## src/logic/ors_defs.vh

```
// Purpose: Constants for the outage restart sequencer
// Assumes: 200 MHz clock, APB register window of 32-bit words
// Notes: Offsets are byte addresses
`ifndef ORS_DEFS_VH
`define ORS_DEFS_VH

// Register byte offsets
`define ORS_OFS_CTRL 8'h00
`define ORS_OFS_ALLOW 8'h04
`define ORS_OFS_START_FREQ 8'h08
`define ORS_OFS_STATUS 8'h0C
`define ORS_OFS_SAVED_FREQ 8'h10
`define ORS_OFS_IRQ_STAT 8'h14
`define ORS_OFS_IRQ_MASK 8'h18

// CTRL field positions
`define ORS_CTRL_MODE_LSB 0
`define ORS_CTRL_SEARCH_LSB 4
`define ORS_CTRL_SOURCE_LSB 8
`define ORS_CTRL_OCL_BIT 12
`define ORS_CTRL_KEYRUN_BIT 16

// Reset values
`define ORS_CTRL_RST 32'h0000_0000
`define ORS_ALLOW_RST 9'h000
`define ORS_START_FREQ_RST 16'h0000
`define ORS_IRQ_MASK_RST 5'h00

// Interrupt status bits
`define ORS_IRQ_OUTAGE 0
`define ORS_IRQ_BEGIN 1
`define ORS_IRQ_CANCEL 2
`define ORS_IRQ_DONE 3
`define ORS_IRQ_TRIP 4
`define ORS_IRQ_W 5

// Restart modes and source codes
`define ORS_MODE_TRIP 3'h0
`define ORS_MODE_TRIP_AFTER 3'h1
`define ORS_MODE_START_FREQ 3'h5
`define ORS_SRC_TERMINAL 2'h0
`define ORS_SRC_KEY_FWD 2'h2
`define ORS_SRC_KEY_REV 2'h3

// Timing
`define ORS_CLK_PERIOD_NS 5
`define ORS_TICK_NS 1000000
`define ORS_TICK_CYCLES (`ORS_TICK_NS / `ORS_CLK_PERIOD_NS)
`define ORS_RUN_WAIT_MS 11'd2000
`define ORS_ALLOW_UNIT_MS 7'd100

`endif

```

## src/logic/ors_tick.v

```verilog
// Purpose: Millisecond timebase enable
// Assumes: Single clock, synchronous reset
// Notes: One-cycle pulse every CYCLES clocks
`timescale 1ns/1ps
`default_nettype none
module ors_tick #(
  parameter integer CYCLES = 200000
) (
  input wire clock,
  input wire rst,
  output reg tick
);
  reg [31:0] cnt_r;

  always @(posedge clock) begin
    if (rst) begin
      cnt_r <= 32'h0000_0000;
      tick <= 1'b0;
    end else if (cnt_r >= CYCLES - 1) begin
      cnt_r <= 32'h0000_0000;
      tick <= 1'b1;
    end else begin
      cnt_r <= cnt_r + 32'h0000_0001;
      tick <= 1'b0;
    end
  end
endmodule // ors_tick
`default_nettype wire

```

## src/logic/ors_sequencer.v

```verilog
// Purpose: Momentary outage detection and restart sequencing for a motor drive
// Assumes: 200 MHz clock, pins synchronised here, drive status on same clock
// Notes: APB slave with zero-wait access phase
`timescale 1ns/1ps
`default_nettype none
`include "ors_defs.vh"
module ors_sequencer #(
  parameter integer TICK_CYCLES = `ORS_TICK_CYCLES
) (
  input wire clock,
  input wire rst,
  input wire psel,
  input wire penable,
  input wire pwrite,
  input wire [7:0] paddr,
  input wire [31:0] pwdata,
  output wire pready,
  output reg [31:0] prdata,
  output reg pslverr,
  output wire irq,
  input wire bus_undervoltage,
  input wire forward_run_cmd,
  input wire reverse_run_cmd,
  input wire coast_stop_cmd,
  input wire contactor_interlock,
  input wire auto_search_enable_cmd,
  input wire drive_running,
  input wire charge_done,
  input wire [15:0] output_freq,
  input wire freq_at_reference,
  input wire search_done,
  input wire [15:0] search_freq,
  output reg drive_output_enable,
  output reg restart_start,
  output reg [15:0] restart_freq,
  output reg restart_with_search,
  output reg current_limit_restart,
  output reg restart_cancel,
  output reg outage_restart_active,
  output reg undervoltage_alarm
);
  localparam [2:0] ST_IDLE = 3'd0;
  localparam [2:0] ST_OUTAGE = 3'd1;
  localparam [2:0] ST_CHARGE = 3'd2;
  localparam [2:0] ST_READY = 3'd3;
  localparam [2:0] ST_SEARCH = 3'd4;
  localparam [2:0] ST_RUNUP = 3'd5;
  localparam [2:0] ST_TRIP = 3'd6;

  ////////////////////////////////////////////////////////////////////////////
  // Pin synchronisers
  reg [5:0] pin_s1_r;
  reg [5:0] pin_s2_r;
  wire uv_s = pin_s2_r[0];
  wire fwd_s = pin_s2_r[1];
  wire rev_s = pin_s2_r[2];
  wire coast_s = pin_s2_r[3];
  wire ilock_s = pin_s2_r[4];
  wire stm_s = pin_s2_r[5];

  always @(posedge clock) begin
    if (rst) begin
      pin_s1_r <= 6'h00;
      pin_s2_r <= 6'h00;
    end else begin
      pin_s1_r <= {auto_search_enable_cmd, contactor_interlock, coast_stop_cmd,
                   reverse_run_cmd, forward_run_cmd, bus_undervoltage};
      pin_s2_r <= pin_s1_r;
    end
  end

  ////////////////////////////////////////////////////////////////////////////
  // Registers
  reg [31:0] ctrl_r;
  reg [8:0] allow_r;
  reg [15:0] start_freq_r;
  reg [15:0] saved_freq_r;
  reg [4:0] irq_stat_r;
  reg [4:0] irq_mask_r;
  reg [2:0] state_r;
  reg [4:0] irq_set;

  wire [2:0] restart_mode_select = ctrl_r[`ORS_CTRL_MODE_LSB +: 3];
  wire [1:0] auto_search_select = ctrl_r[`ORS_CTRL_SEARCH_LSB +: 2];
  wire [1:0] run_source_select = ctrl_r[`ORS_CTRL_SOURCE_LSB +: 2];
  wire overcurrent_limit_select = ctrl_r[`ORS_CTRL_OCL_BIT];
  wire keypad_run = ctrl_r[`ORS_CTRL_KEYRUN_BIT];

  wire wr_en = psel & penable & pwrite;
  wire setup = psel & ~penable;
  reg addr_ok;
  reg [31:0] rd_mux;

  assign pready = 1'b1;
  assign irq = |(irq_stat_r & irq_mask_r);

  always @* begin
    addr_ok = 1'b1;
    rd_mux = 32'h0000_0000;
    case (paddr)
      `ORS_OFS_CTRL: rd_mux = ctrl_r;
      `ORS_OFS_ALLOW: rd_mux = {23'h00_0000, allow_r};
      `ORS_OFS_START_FREQ: rd_mux = {16'h0000, start_freq_r};
      `ORS_OFS_STATUS: rd_mux = {26'h000_0000, drive_output_enable, undervoltage_alarm,
                                 outage_restart_active, state_r};
      `ORS_OFS_SAVED_FREQ: rd_mux = {16'h0000, saved_freq_r};
      `ORS_OFS_IRQ_STAT: rd_mux = {27'h000_0000, irq_stat_r};
      `ORS_OFS_IRQ_MASK: rd_mux = {27'h000_0000, irq_mask_r};
      default: addr_ok = 1'b0;
    endcase
  end

  // Read data and error are captured in the setup cycle so the access phase needs no wait
  always @(posedge clock) begin
    if (rst) begin
      prdata <= 32'h0000_0000;
      pslverr <= 1'b0;
    end else if (setup) begin
      prdata <= pwrite ? 32'h0000_0000 : rd_mux;
      pslverr <= ~addr_ok;
    end
  end

  always @(posedge clock) begin
    if (rst) begin
      ctrl_r <= `ORS_CTRL_RST;
      allow_r <= `ORS_ALLOW_RST;
      start_freq_r <= `ORS_START_FREQ_RST;
      irq_mask_r <= `ORS_IRQ_MASK_RST;
      irq_stat_r <= 5'h00;
    end else begin
      if (wr_en && paddr == `ORS_OFS_CTRL)
        ctrl_r <= pwdata & 32'h0001_1337;
      // Clamp on the whole word so large writes cannot wrap below the limit
      if (wr_en && paddr == `ORS_OFS_ALLOW)
        allow_r <= (pwdata > 32'd300) ? 9'd300 : pwdata[8:0];
      if (wr_en && paddr == `ORS_OFS_START_FREQ)
        start_freq_r <= pwdata[15:0];
      if (wr_en && paddr == `ORS_OFS_IRQ_MASK)
        irq_mask_r <= pwdata[4:0];
      // A new event beats a write-one clear in the same cycle
      if (wr_en && paddr == `ORS_OFS_IRQ_STAT)
        irq_stat_r <= (irq_stat_r & ~pwdata[4:0]) | irq_set;
      else
        irq_stat_r <= irq_stat_r | irq_set;
    end
  end

  ////////////////////////////////////////////////////////////////////////////
  // Timebase and timers
  wire tick;
  reg [10:0] wait_ms_r;
  reg [15:0] outage_ms_r;
  wire [15:0] allow_ms = {7'd0, allow_r} * {9'd0, `ORS_ALLOW_UNIT_MS};
  wire allow_over = outage_ms_r >= allow_ms;

  ors_tick #(
    .CYCLES(TICK_CYCLES)
  ) u_tick (
    .clock(clock),
    .rst(rst),
    .tick(tick)
  );

  ////////////////////////////////////////////////////////////////////////////
  // Sequencer
  wire search_on = stm_s | (auto_search_select == 2'd1) | (auto_search_select == 2'd2);
  wire key_retained = keypad_run & ((run_source_select == `ORS_SRC_KEY_FWD) |
                                    (run_source_select == `ORS_SRC_KEY_REV));
  wire run_cmd = fwd_s | rev_s | key_retained;
  wire outage_seen = (uv_s & drive_running) | ilock_s;
  wire power_back = ~uv_s & ~ilock_s;
  wire wait_over = wait_ms_r >= `ORS_RUN_WAIT_MS;

  always @(posedge clock) begin
    if (rst) begin
      state_r <= ST_IDLE;
      wait_ms_r <= 11'd0;
      outage_ms_r <= 16'd0;
      saved_freq_r <= 16'h0000;
      drive_output_enable <= 1'b1;
      restart_start <= 1'b0;
      restart_freq <= 16'h0000;
      restart_with_search <= 1'b0;
      current_limit_restart <= 1'b0;
      restart_cancel <= 1'b0;
      outage_restart_active <= 1'b0;
      undervoltage_alarm <= 1'b0;
      irq_set <= 5'h00;
    end else begin
      restart_start <= 1'b0;
      restart_cancel <= 1'b0;
      irq_set <= 5'h00;
      if (tick && state_r != ST_IDLE && outage_ms_r != 16'hFFFF)
        outage_ms_r <= outage_ms_r + 16'd1;
      case (state_r)
        ST_IDLE: begin
          outage_ms_r <= 16'd0;
          wait_ms_r <= 11'd0;
          drive_output_enable <= 1'b1;
          if (outage_seen) begin
            saved_freq_r <= output_freq;
            drive_output_enable <= 1'b0;
            irq_set[`ORS_IRQ_OUTAGE] <= 1'b1;
            if (restart_mode_select == `ORS_MODE_TRIP) begin
              undervoltage_alarm <= 1'b1;
              irq_set[`ORS_IRQ_TRIP] <= 1'b1;
              state_r <= ST_TRIP;
            end else begin
              outage_restart_active <= 1'b1;
              state_r <= ST_OUTAGE;
            end
          end
        end
        ST_OUTAGE: begin
          if (coast_s) begin
            outage_restart_active <= 1'b0;
            restart_cancel <= 1'b1;
            irq_set[`ORS_IRQ_CANCEL] <= 1'b1;
            state_r <= ST_IDLE;
          end else if (power_back) begin
            if (restart_mode_select == `ORS_MODE_TRIP_AFTER) begin
              undervoltage_alarm <= 1'b1;
              outage_restart_active <= 1'b0;
              irq_set[`ORS_IRQ_TRIP] <= 1'b1;
              state_r <= ST_TRIP;
            end else begin
              state_r <= ST_CHARGE;
            end
          end
        end
        ST_CHARGE: begin
          wait_ms_r <= 11'd0;
          if (outage_seen)
            state_r <= ST_OUTAGE;
          else if (charge_done)
            state_r <= ST_READY;
        end
        ST_READY: begin
          if (tick && !wait_over)
            wait_ms_r <= wait_ms_r + 11'd1;
          if (outage_seen) begin
            state_r <= ST_OUTAGE;
          end else if (allow_over || (wait_over && !run_cmd)) begin
            outage_restart_active <= 1'b0;
            restart_cancel <= 1'b1;
            irq_set[`ORS_IRQ_CANCEL] <= 1'b1;
            state_r <= ST_IDLE;
          end else if (run_cmd) begin
            drive_output_enable <= 1'b1;
            irq_set[`ORS_IRQ_BEGIN] <= 1'b1;
            restart_with_search <= search_on;
            if (search_on) begin
              state_r <= ST_SEARCH;
            end else begin
              restart_start <= 1'b1;
              current_limit_restart <= 1'b0;
              if (restart_mode_select == `ORS_MODE_START_FREQ) begin
                restart_freq <= start_freq_r;
              end else begin
                restart_freq <= saved_freq_r;
                current_limit_restart <= overcurrent_limit_select;
              end
              state_r <= ST_RUNUP;
            end
          end
        end
        ST_SEARCH: begin
          if (search_done) begin
            restart_freq <= search_freq;
            restart_start <= 1'b1;
            current_limit_restart <= 1'b0;
            state_r <= ST_RUNUP;
          end
        end
        ST_RUNUP: begin
          if (freq_at_reference) begin
            outage_restart_active <= 1'b0;
            restart_with_search <= 1'b0;
            current_limit_restart <= 1'b0;
            irq_set[`ORS_IRQ_DONE] <= 1'b1;
            state_r <= ST_IDLE;
          end
        end
        ST_TRIP: begin
          // Alarm holds until power is back and every run command is removed
          drive_output_enable <= 1'b0;
          if (power_back && !run_cmd) begin
            undervoltage_alarm <= 1'b0;
            state_r <= ST_IDLE;
          end
        end
        default: state_r <= ST_IDLE;
      endcase
    end
  end
endmodule // ors_sequencer
`default_nettype wire

```

## config.mk

```make
export PLATFORM = sky130hd
export DESIGN_NAME = ors_sequencer
export DESIGN_NICKNAME = d
export VERILOG_FILES = /design/src/logic/ors_tick.v /design/src/logic/ors_sequencer.v
export VERILOG_INCLUDE_DIRS = /design/src /design/src/logic
export SDC_FILE = /design/constraint.sdc
export NUM_CORES = 1
export LEC_CHECK = 0
export CORE_MARGIN = 2
export CORE_UTILIZATION = 35
export DETAILED_ROUTE_END_ITERATION = 10
export DONT_BUFFER_PORTS = 1
export GPL_TIMING_DRIVEN = 0
export PLACE_DENSITY = 0.5
export SLEW_MARGIN = 25
export SYNTH_ARGS = -nofsm -noshare
export SYNTH_HDL_FRONTEND = slang
export SYNTH_SLANG_ARGS = --single-unit
```

## constraint.sdc

```tcl
create_clock -name clock -period 6.4 [get_ports clock]
set_input_delay 0.64 -clock clock [delete_from_list [all_inputs] [get_ports clock]]
set_output_delay 0.64 -clock clock [all_outputs]
set_load 0.005 [all_outputs]
```

# After elaboration in Yosys (flattened, before gate mapping)
# Cells that the tools add are included.
dict set report word_totals {
  regBits 196
  output_inout_bits 58
  inputBits 87
  elab_cells 222
}
dict set report op_classes {
  addsub 3
  n_bitwise 24
  mux 84
  n_eq_ne 38
  reduce_logical 41
  order_cmp 4
  n_mul 1
}
# operator n
set ops {}
lappend ops {{17-bit case mux with 7 select lines} 1}
lappend ops {{16-bit two-way mux} 6}
lappend ops {{1-bit two-way mux} 47}
lappend ops {{3-bit two-way mux} 13}
lappend ops {{32-bit by 1-bit adder with 32-bit output (second input constant)} 1}
lappend ops {{32-bit by 18-bit greater-or-equal comparator with 1-bit output (second input constant)} 1}
lappend ops {{32-bit by 9-bit greater-than comparator with 1-bit output (second input constant)} 1}
lappend ops {{32-bit two-way mux} 1}
lappend ops {{16-bit case mux with 2 select lines} 1}
lappend ops {{2-bit inequality test (second input constant)} 15}
lappend ops {{8-bit by 5-bit == test with 1-bit output (second input constant)} 3}
lappend ops {{11-bit case mux with 2 select lines} 1}
lappend ops {{3-bit case mux with 7 select lines} 1}
lappend ops {{7-bit AND reduction} 3}
lappend ops {{16-bit by 1-bit adder with 16-bit output (second input constant)} 1}
lappend ops {{8-bit by 4-bit == test with 1-bit output (second input constant)} 2}
lappend ops {{16-bit greater-or-equal comparator} 1}
lappend ops {{16-bit inequality test (second input constant)} 1}
lappend ops {{9-bit by 5-bit multiplier with 14-bit output (second input constant)} 1}
lappend ops {{3-bit == test (second input constant)} 4}
lappend ops {{3-bit nonzero test} 4}
lappend ops {{11-bit by 1-bit adder with 11-bit output (second input constant)} 1}
lappend ops {{11-bit greater-or-equal comparator (second input constant)} 1}
lappend ops {{11-bit two-way mux} 1}
lappend ops {{other kinds (35)} 83}

# Logic depth before layout (Yosys ltp)
dict set report depth {
  word_depth 10
  depth_mapped 20
  ltp_nobuf 18
}

# By module
# A second synthesis with hierarchy kept.
dict set report hier_totals {
  hier_cells 1074
  area_unflattened_um2 9233.9
}
# mod seq_area_each_um2 cells_each n_inst area_per_inst_um2
set by_module_without_submodules {}
lappend by_module_without_submodules {ors_sequencer 2942.8 954 1 8026.4}
lappend by_module_without_submodules {ors_tick 660.6 120 1 1207.4}

# Worst setup path before layout
# Ideal clock, no wire load.
dict set report synth_path {
  path_type {reg-to-reg}
  startpoint {reg allow_r[3]}
  endpoint {reg restart_freq[10]}
  stages_incl_launch_ff 19
  required_ps 6279
  n_path_buf 2
  slack_ps 1634
  period_less_slack_ps 4766
  arrival_time_ps 4645
  setup_time_ps 121
  cell_sequence {dfxtp_1 > ha_1 > ha_1 > fa_1 > ha_1 > a21oi_1 > o22ai_1 > or4_1 > a2111o_1 > o211ai_1 > ha_1 > o21ai_0 > nor2_1 > a2111oi_4 > nand3_2 > a22o_1 > buf_6 > buf_12 > mux2_4}
}
dict set report synth_via {
  elab_chain_len 5
}
# element line
set synth_lines {}
lappend synth_lines {{from (decl)} ors_sequencer.v:75} ;# reg [8:0] allow_r;
lappend synth_lines {{from (signal assigned)} ors_sequencer.v:127} ;# allow_r <= `ORS_ALLOW_RST;
lappend synth_lines {{from (signal assigned)} ors_sequencer.v:136} ;# allow_r <= (pwdata > 32'd300) ? 9'd300 : pwdata[8:0];
lappend synth_lines {{9-bit by 5-bit multiplier with 14-bit output} ors_sequencer.v:154} ;# wire [15:0] allow_ms = {7'd0, allow_r} * {9'd0, `ORS_ALLOW_UNIT_MS};
lappend synth_lines {{16-bit greater-or-equal comparator} ors_sequencer.v:155} ;# wire allow_over = outage_ms_r >= allow_ms;
lappend synth_lines {{1-bit logical OR} ors_sequencer.v:244} ;# end else if (allow_over || (wait_over && !run_cmd)) begin
lappend synth_lines {{2-bit inequality test (no source line)} --}
lappend synth_lines {{6-bit AND reduction (no source line)} --}
lappend synth_lines {{to (signal assigned)} ors_sequencer.v:259} ;# restart_freq <= start_freq_r;
lappend synth_lines {{to (signal assigned)} ors_sequencer.v:261} ;# restart_freq <= saved_freq_r;
lappend synth_lines {{to (signal assigned)} ors_sequencer.v:270} ;# restart_freq <= search_freq;
lappend synth_lines {{to (decl)} ors_sequencer.v:35} ;# output reg [15:0] restart_freq,
# No other way between the ends.
# A chain may end at the register's enable or synchronous reset.

# Final worst setup path
dict set report layout_path {
  startpoint {reg allow_r[3]}
  endpoint {reg restart_freq[4]}
}
# The elaborated chain is that of the path after synthesis.

==> results.md <==
* RSZ-0062 raised after global routing: no
* Slew of the pin with the lowest slew margin at 0.824 ns
* Crit Path Class: reg2reg
* Multi-input gate area at 5250 um^2
* Met2 Routed Length at about 12 mm
* Vias in the first global route at 7426
* Die Width at around 170 um
* Critical-path maximum fanout at 10
* R2R setup slack at around 0.99 ns
* Clk_lat worst skew at around 0.45 ns
* Slew Limit Fails at 0
* Register area at around 3600 um^2
* Critical Path Sink Type: register
* Leakage at approximately 0.004 uW
* Core Area at roughly 26000 um^2
* Buffers on Ports at 0
* Post-synth EDFFs at 0
* Post-cts sizing count at 0
* CP Cell Sequence: ha_1 -> ha_1 -> fa_1 -> ha_1 -> a21oi_1 -> o22ai_1 -> or4_1 -> a2111o_1 -> o211ai_1 -> ha_1 -> nand4_1 -> inv_1 -> a2111oi_4 -> nand3_2 -> a22o_1 -> buf_6 -> buf_12 -> mux2_4
* Met1 WL at around 14 mm
* Net Sw Power at between 1000 and 1500 uW
* Post-route ant nets at 0
* Hold_sp: bus_undervoltage
* Ratio of cells with drive above 1 in the final layout at 7.97%
* N_diodes at 0
* CTS H-tree depth at 4
* Maxcap violations at 0
* I/O pins at approximately 150
* Worst endpoint required time at 6.74 ns
* Layout area overhead at 12.4%
* Internal Pwr Total at around 1900 uW
* CTS clk-pin slew, worst paths at roughly 0.08 ns
* CTS buffer count at 17
* Residual DRC at 0
* Worst endpoint data arrival time at roughly 5.8 ns
* Worst Hold Class: in2reg
* Final worst-path cycle share at 84.5%
* GRT Total Usage at around a fifth
* Synthesized area per cell at about 8.5 um^2
* Slowest CP cell: a2111oi_4
* Max IR drop VDD at approximately 0.00018 V
* WP depth at 18
* CTS max path bufs at 2
* TritonCTS clock tree: built
* DP HPWL at 21.1 mm
* Most used flip-flop cell after synthesis: dfxtp_1
* Share of power burned in registers at between 40% and 50%
* Total global routing overflow at 0
* Asr flop ratio synth at 0%
* Rel. slew slack at between 40% and 50%
* Wire length on met3 at 2.19 mm
* Sink Count at 180
* Nets at 1284
* CP top delay family: compound AO/OA/AOI/OAI gates
* Finish-stage setup viols at 0
* Worst r2r path cells at 18
* Highest Signal Layer: met4
* First-pass GRT wire length at about 43 mm
* Area contributors post-synth: dfxtp_1, ha_1, nand2_1
* Post-CTS Setup Repair Bufs at 0
* End of the worst register-to-register path: restart_freq[4]
* Max Freq at 185 MHz
* Final min period at about 5.4 ns
* Largest net degree at the start of global routing at 22
* Comb pwr share at roughly a fifth
* CP Buf/Inv Count at 3
* Post-synthesis instance total at approximately 1100
* Crit Reg-Reg Startpoint: allow_r[3]
* Distinct cells, synth at 74
* Crit path from: allow_r[3]
* Crit path to: restart_freq[4]
* Starting Density at a little over a third
* CP most frequent cell: ha_1
* Clk network pwr share at 37.5%
* Status: finished clean
* PwrDens at 281 nW/um^2
* # rows at 59
* DR vias/cell at about 5.3
* Fill count at 2726
* Root buf cell: clkbuf_16
* FF+latch count, synth at 180
* Final GP Congestion at slightly below 0.9
* Worst hold slack at 0.322 ns
* Final Skew at ~0.019 ns
* WL/cell at approximately 19 um
* Yosys warnings at 0
* Initial antenna violation count at 0
* Final Hold Fails at 0
* Worst path max stage delay at 0.55 ns
* Final setup TNS at 0 ns
* CP startpoint kind: register
* Syn Std Cell Area at a little over 9000 um^2
* Top cell type's share of synthesized area at approximately two fifths
* Register area share after synthesis at between 30% and 40%
* DRT Wirelength at about 28 mm
* Die Ht at 167 um
* Die area at 27800 um^2
* Vias after detailed routing at roughly 8000
* DR iter-0 viols at ~640
* Hold buffers post-CTS at 0
* Largest area contributor in the netlist: dfxtp_1
* Total iterations of the first detailed-routing run at 7
* Switch share at 34.4%
cell type report:
cell class                      instances  area share, %
Multi-Input combinational cell        831           50.4
Sequential cell                       180           34.6
Clock buffer                           17           4.08
Tap cell                              335           4.02
Buffer                                 74           3.61
Clock inverter                         15           1.94
Inverter                               38           1.37
worst reg2reg max path, cell delays in order, from the launching register on:
cell       delay (ns)
dfxtp_1          0.46
ha_1             0.28
ha_1             0.31
fa_1             0.47
ha_1             0.34
a21oi_1          0.22
o22ai_1          0.14
or4_1            0.45
a2111o_1         0.38
o211ai_1         0.11
ha_1             0.28
nand4_1          0.14
inv_1            0.08
a2111oi_4        0.55
nand3_2          0.23
a22o_1           0.29
buf_6            0.14
buf_12           0.15
mux2_4           0.29
cell families after synthesis:
group | Yosys count | share of synthesized area (%)
DFF | 180 | 38.9
buffers and inverters | 112 | 5.60
and+or+nand+nor | 439 | 22.0
other | 2 | 0.0810
xor gates and xnor gates | 46 | 4.35
adders and majority gates | 55 | 7.75
muxes | 51 | 6.05
AOI/OAI and AO/OA | 210 | 15.3
state kept, by name, summed over array words and instances, names as in the netlist, 5 cells and up:
| signal | cells |
|---|---|
| pin_s1_r | 6 |
| irq_stat_r | 5 |
| restart_freq | 16 |
| saved_freq_r | 16 |
| u_tick.cnt_r | 32 |
| allow_r | 9 |
| ctrl_r | 9 |
| wait_ms_r | 11 |
| pin_s2_r | 6 |
| irq_set | 5 |
| outage_ms_r | 16 |
| start_freq_r | 16 |
| prdata | 17 |
| irq_mask_r | 5 |
through the flow:
stage	utilization, %	setup slack (ns)	total power (uW)	std cells	area (um^2)
final	40.0	0.992	2930	1490	10400
after global routing	40.0	0.695	3060	1490	10400
after CTS	40.0	0.982	2950	1490	10400
after detailed placement	37.6	0.998	1850	1458	9790
after global placement	37.6	0.982	1840	1458	9790
after floorplan	-	1.63	1670	1123	9370
cell usage after synthesis (all sizes together), types with 6 or more instances:
cell and count:
inv 38, ha 51, nand2 140, nor2b 35, nand3 32, a32oi 7, o211ai 7, xnor2 15
nand4 16, clkbuf 46, o21ai 26, mux2 19, nor4 16, xor2 31, mux2i 32, buf 28
a21oi 83, a22oi 28, and4 7, and2 6, dfxtp 180, nor3 15, a22o 7, and3 14
nor2 139
routing by layer:
layer  global-route usage (%)  vias to the layer above
met1                     29.0                     3793
li1                         -                     3882
met5                        0                        -
met3                     5.51                       23
met2                     29.1                      263
met4                     4.39                        0
power groups by stage:
| stage | clock network (uW) | registers (uW) | logic (uW) |
|---|---|---|---|
| after global routing | 1160 | 1230 | 674 |
| final | 1100 | 1220 | 615 |
| after CTS | 1120 | 1220 | 606 |
| after floorplan | 0 | 1220 | 447 |
| after global placement | 0 | 1240 | 601 |
| after detailed placement | 0 | 1240 | 604 |
cells in the final DEF, fill, tap and decap left out, types with 5 or more instances in the layout:
master and instances:
nand3_1 31, o211ai_1 7, o21ai_0 22, xnor2_1 15, a31oi_1 5, nand4_1 16
and4_1 7, nor2_1 138, nor2b_1 35, clkinv_8 7, mux2_4 7, buf_1 6
nor3_1 12, conb_1 30, and3_1 14, inv_1 38, buf_4 16, a22o_1 7
a21oi_1 83, a22oi_1 28, nor4_1 16, clkbuf_1 45, xor2_1 31, and2_1 6
mux2_2 12, mux2i_1 32, dfxtp_1 180, clkbuf_16 17, nand2_1 140, ha_1 51
a32oi_1 7
worst min path at each step:
stage / slack (ns) / end / cells past startpoint
2_1_floorplan: 0.41 / irq_stat_r[0] / 2
3_3_place_gp: 0.42 / irq_stat_r[3] / 2
3_5_place_dp: 0.42 / pin_s2_r[3] / 1
4_1_cts: 0.31 / start_freq_r[12] / 2
5_1_grt: 0.31 / pin_s1_r[5] / 1
6_report: 0.32 / pin_s1_r[0] / 1
(Power assumes the default switching activity.)
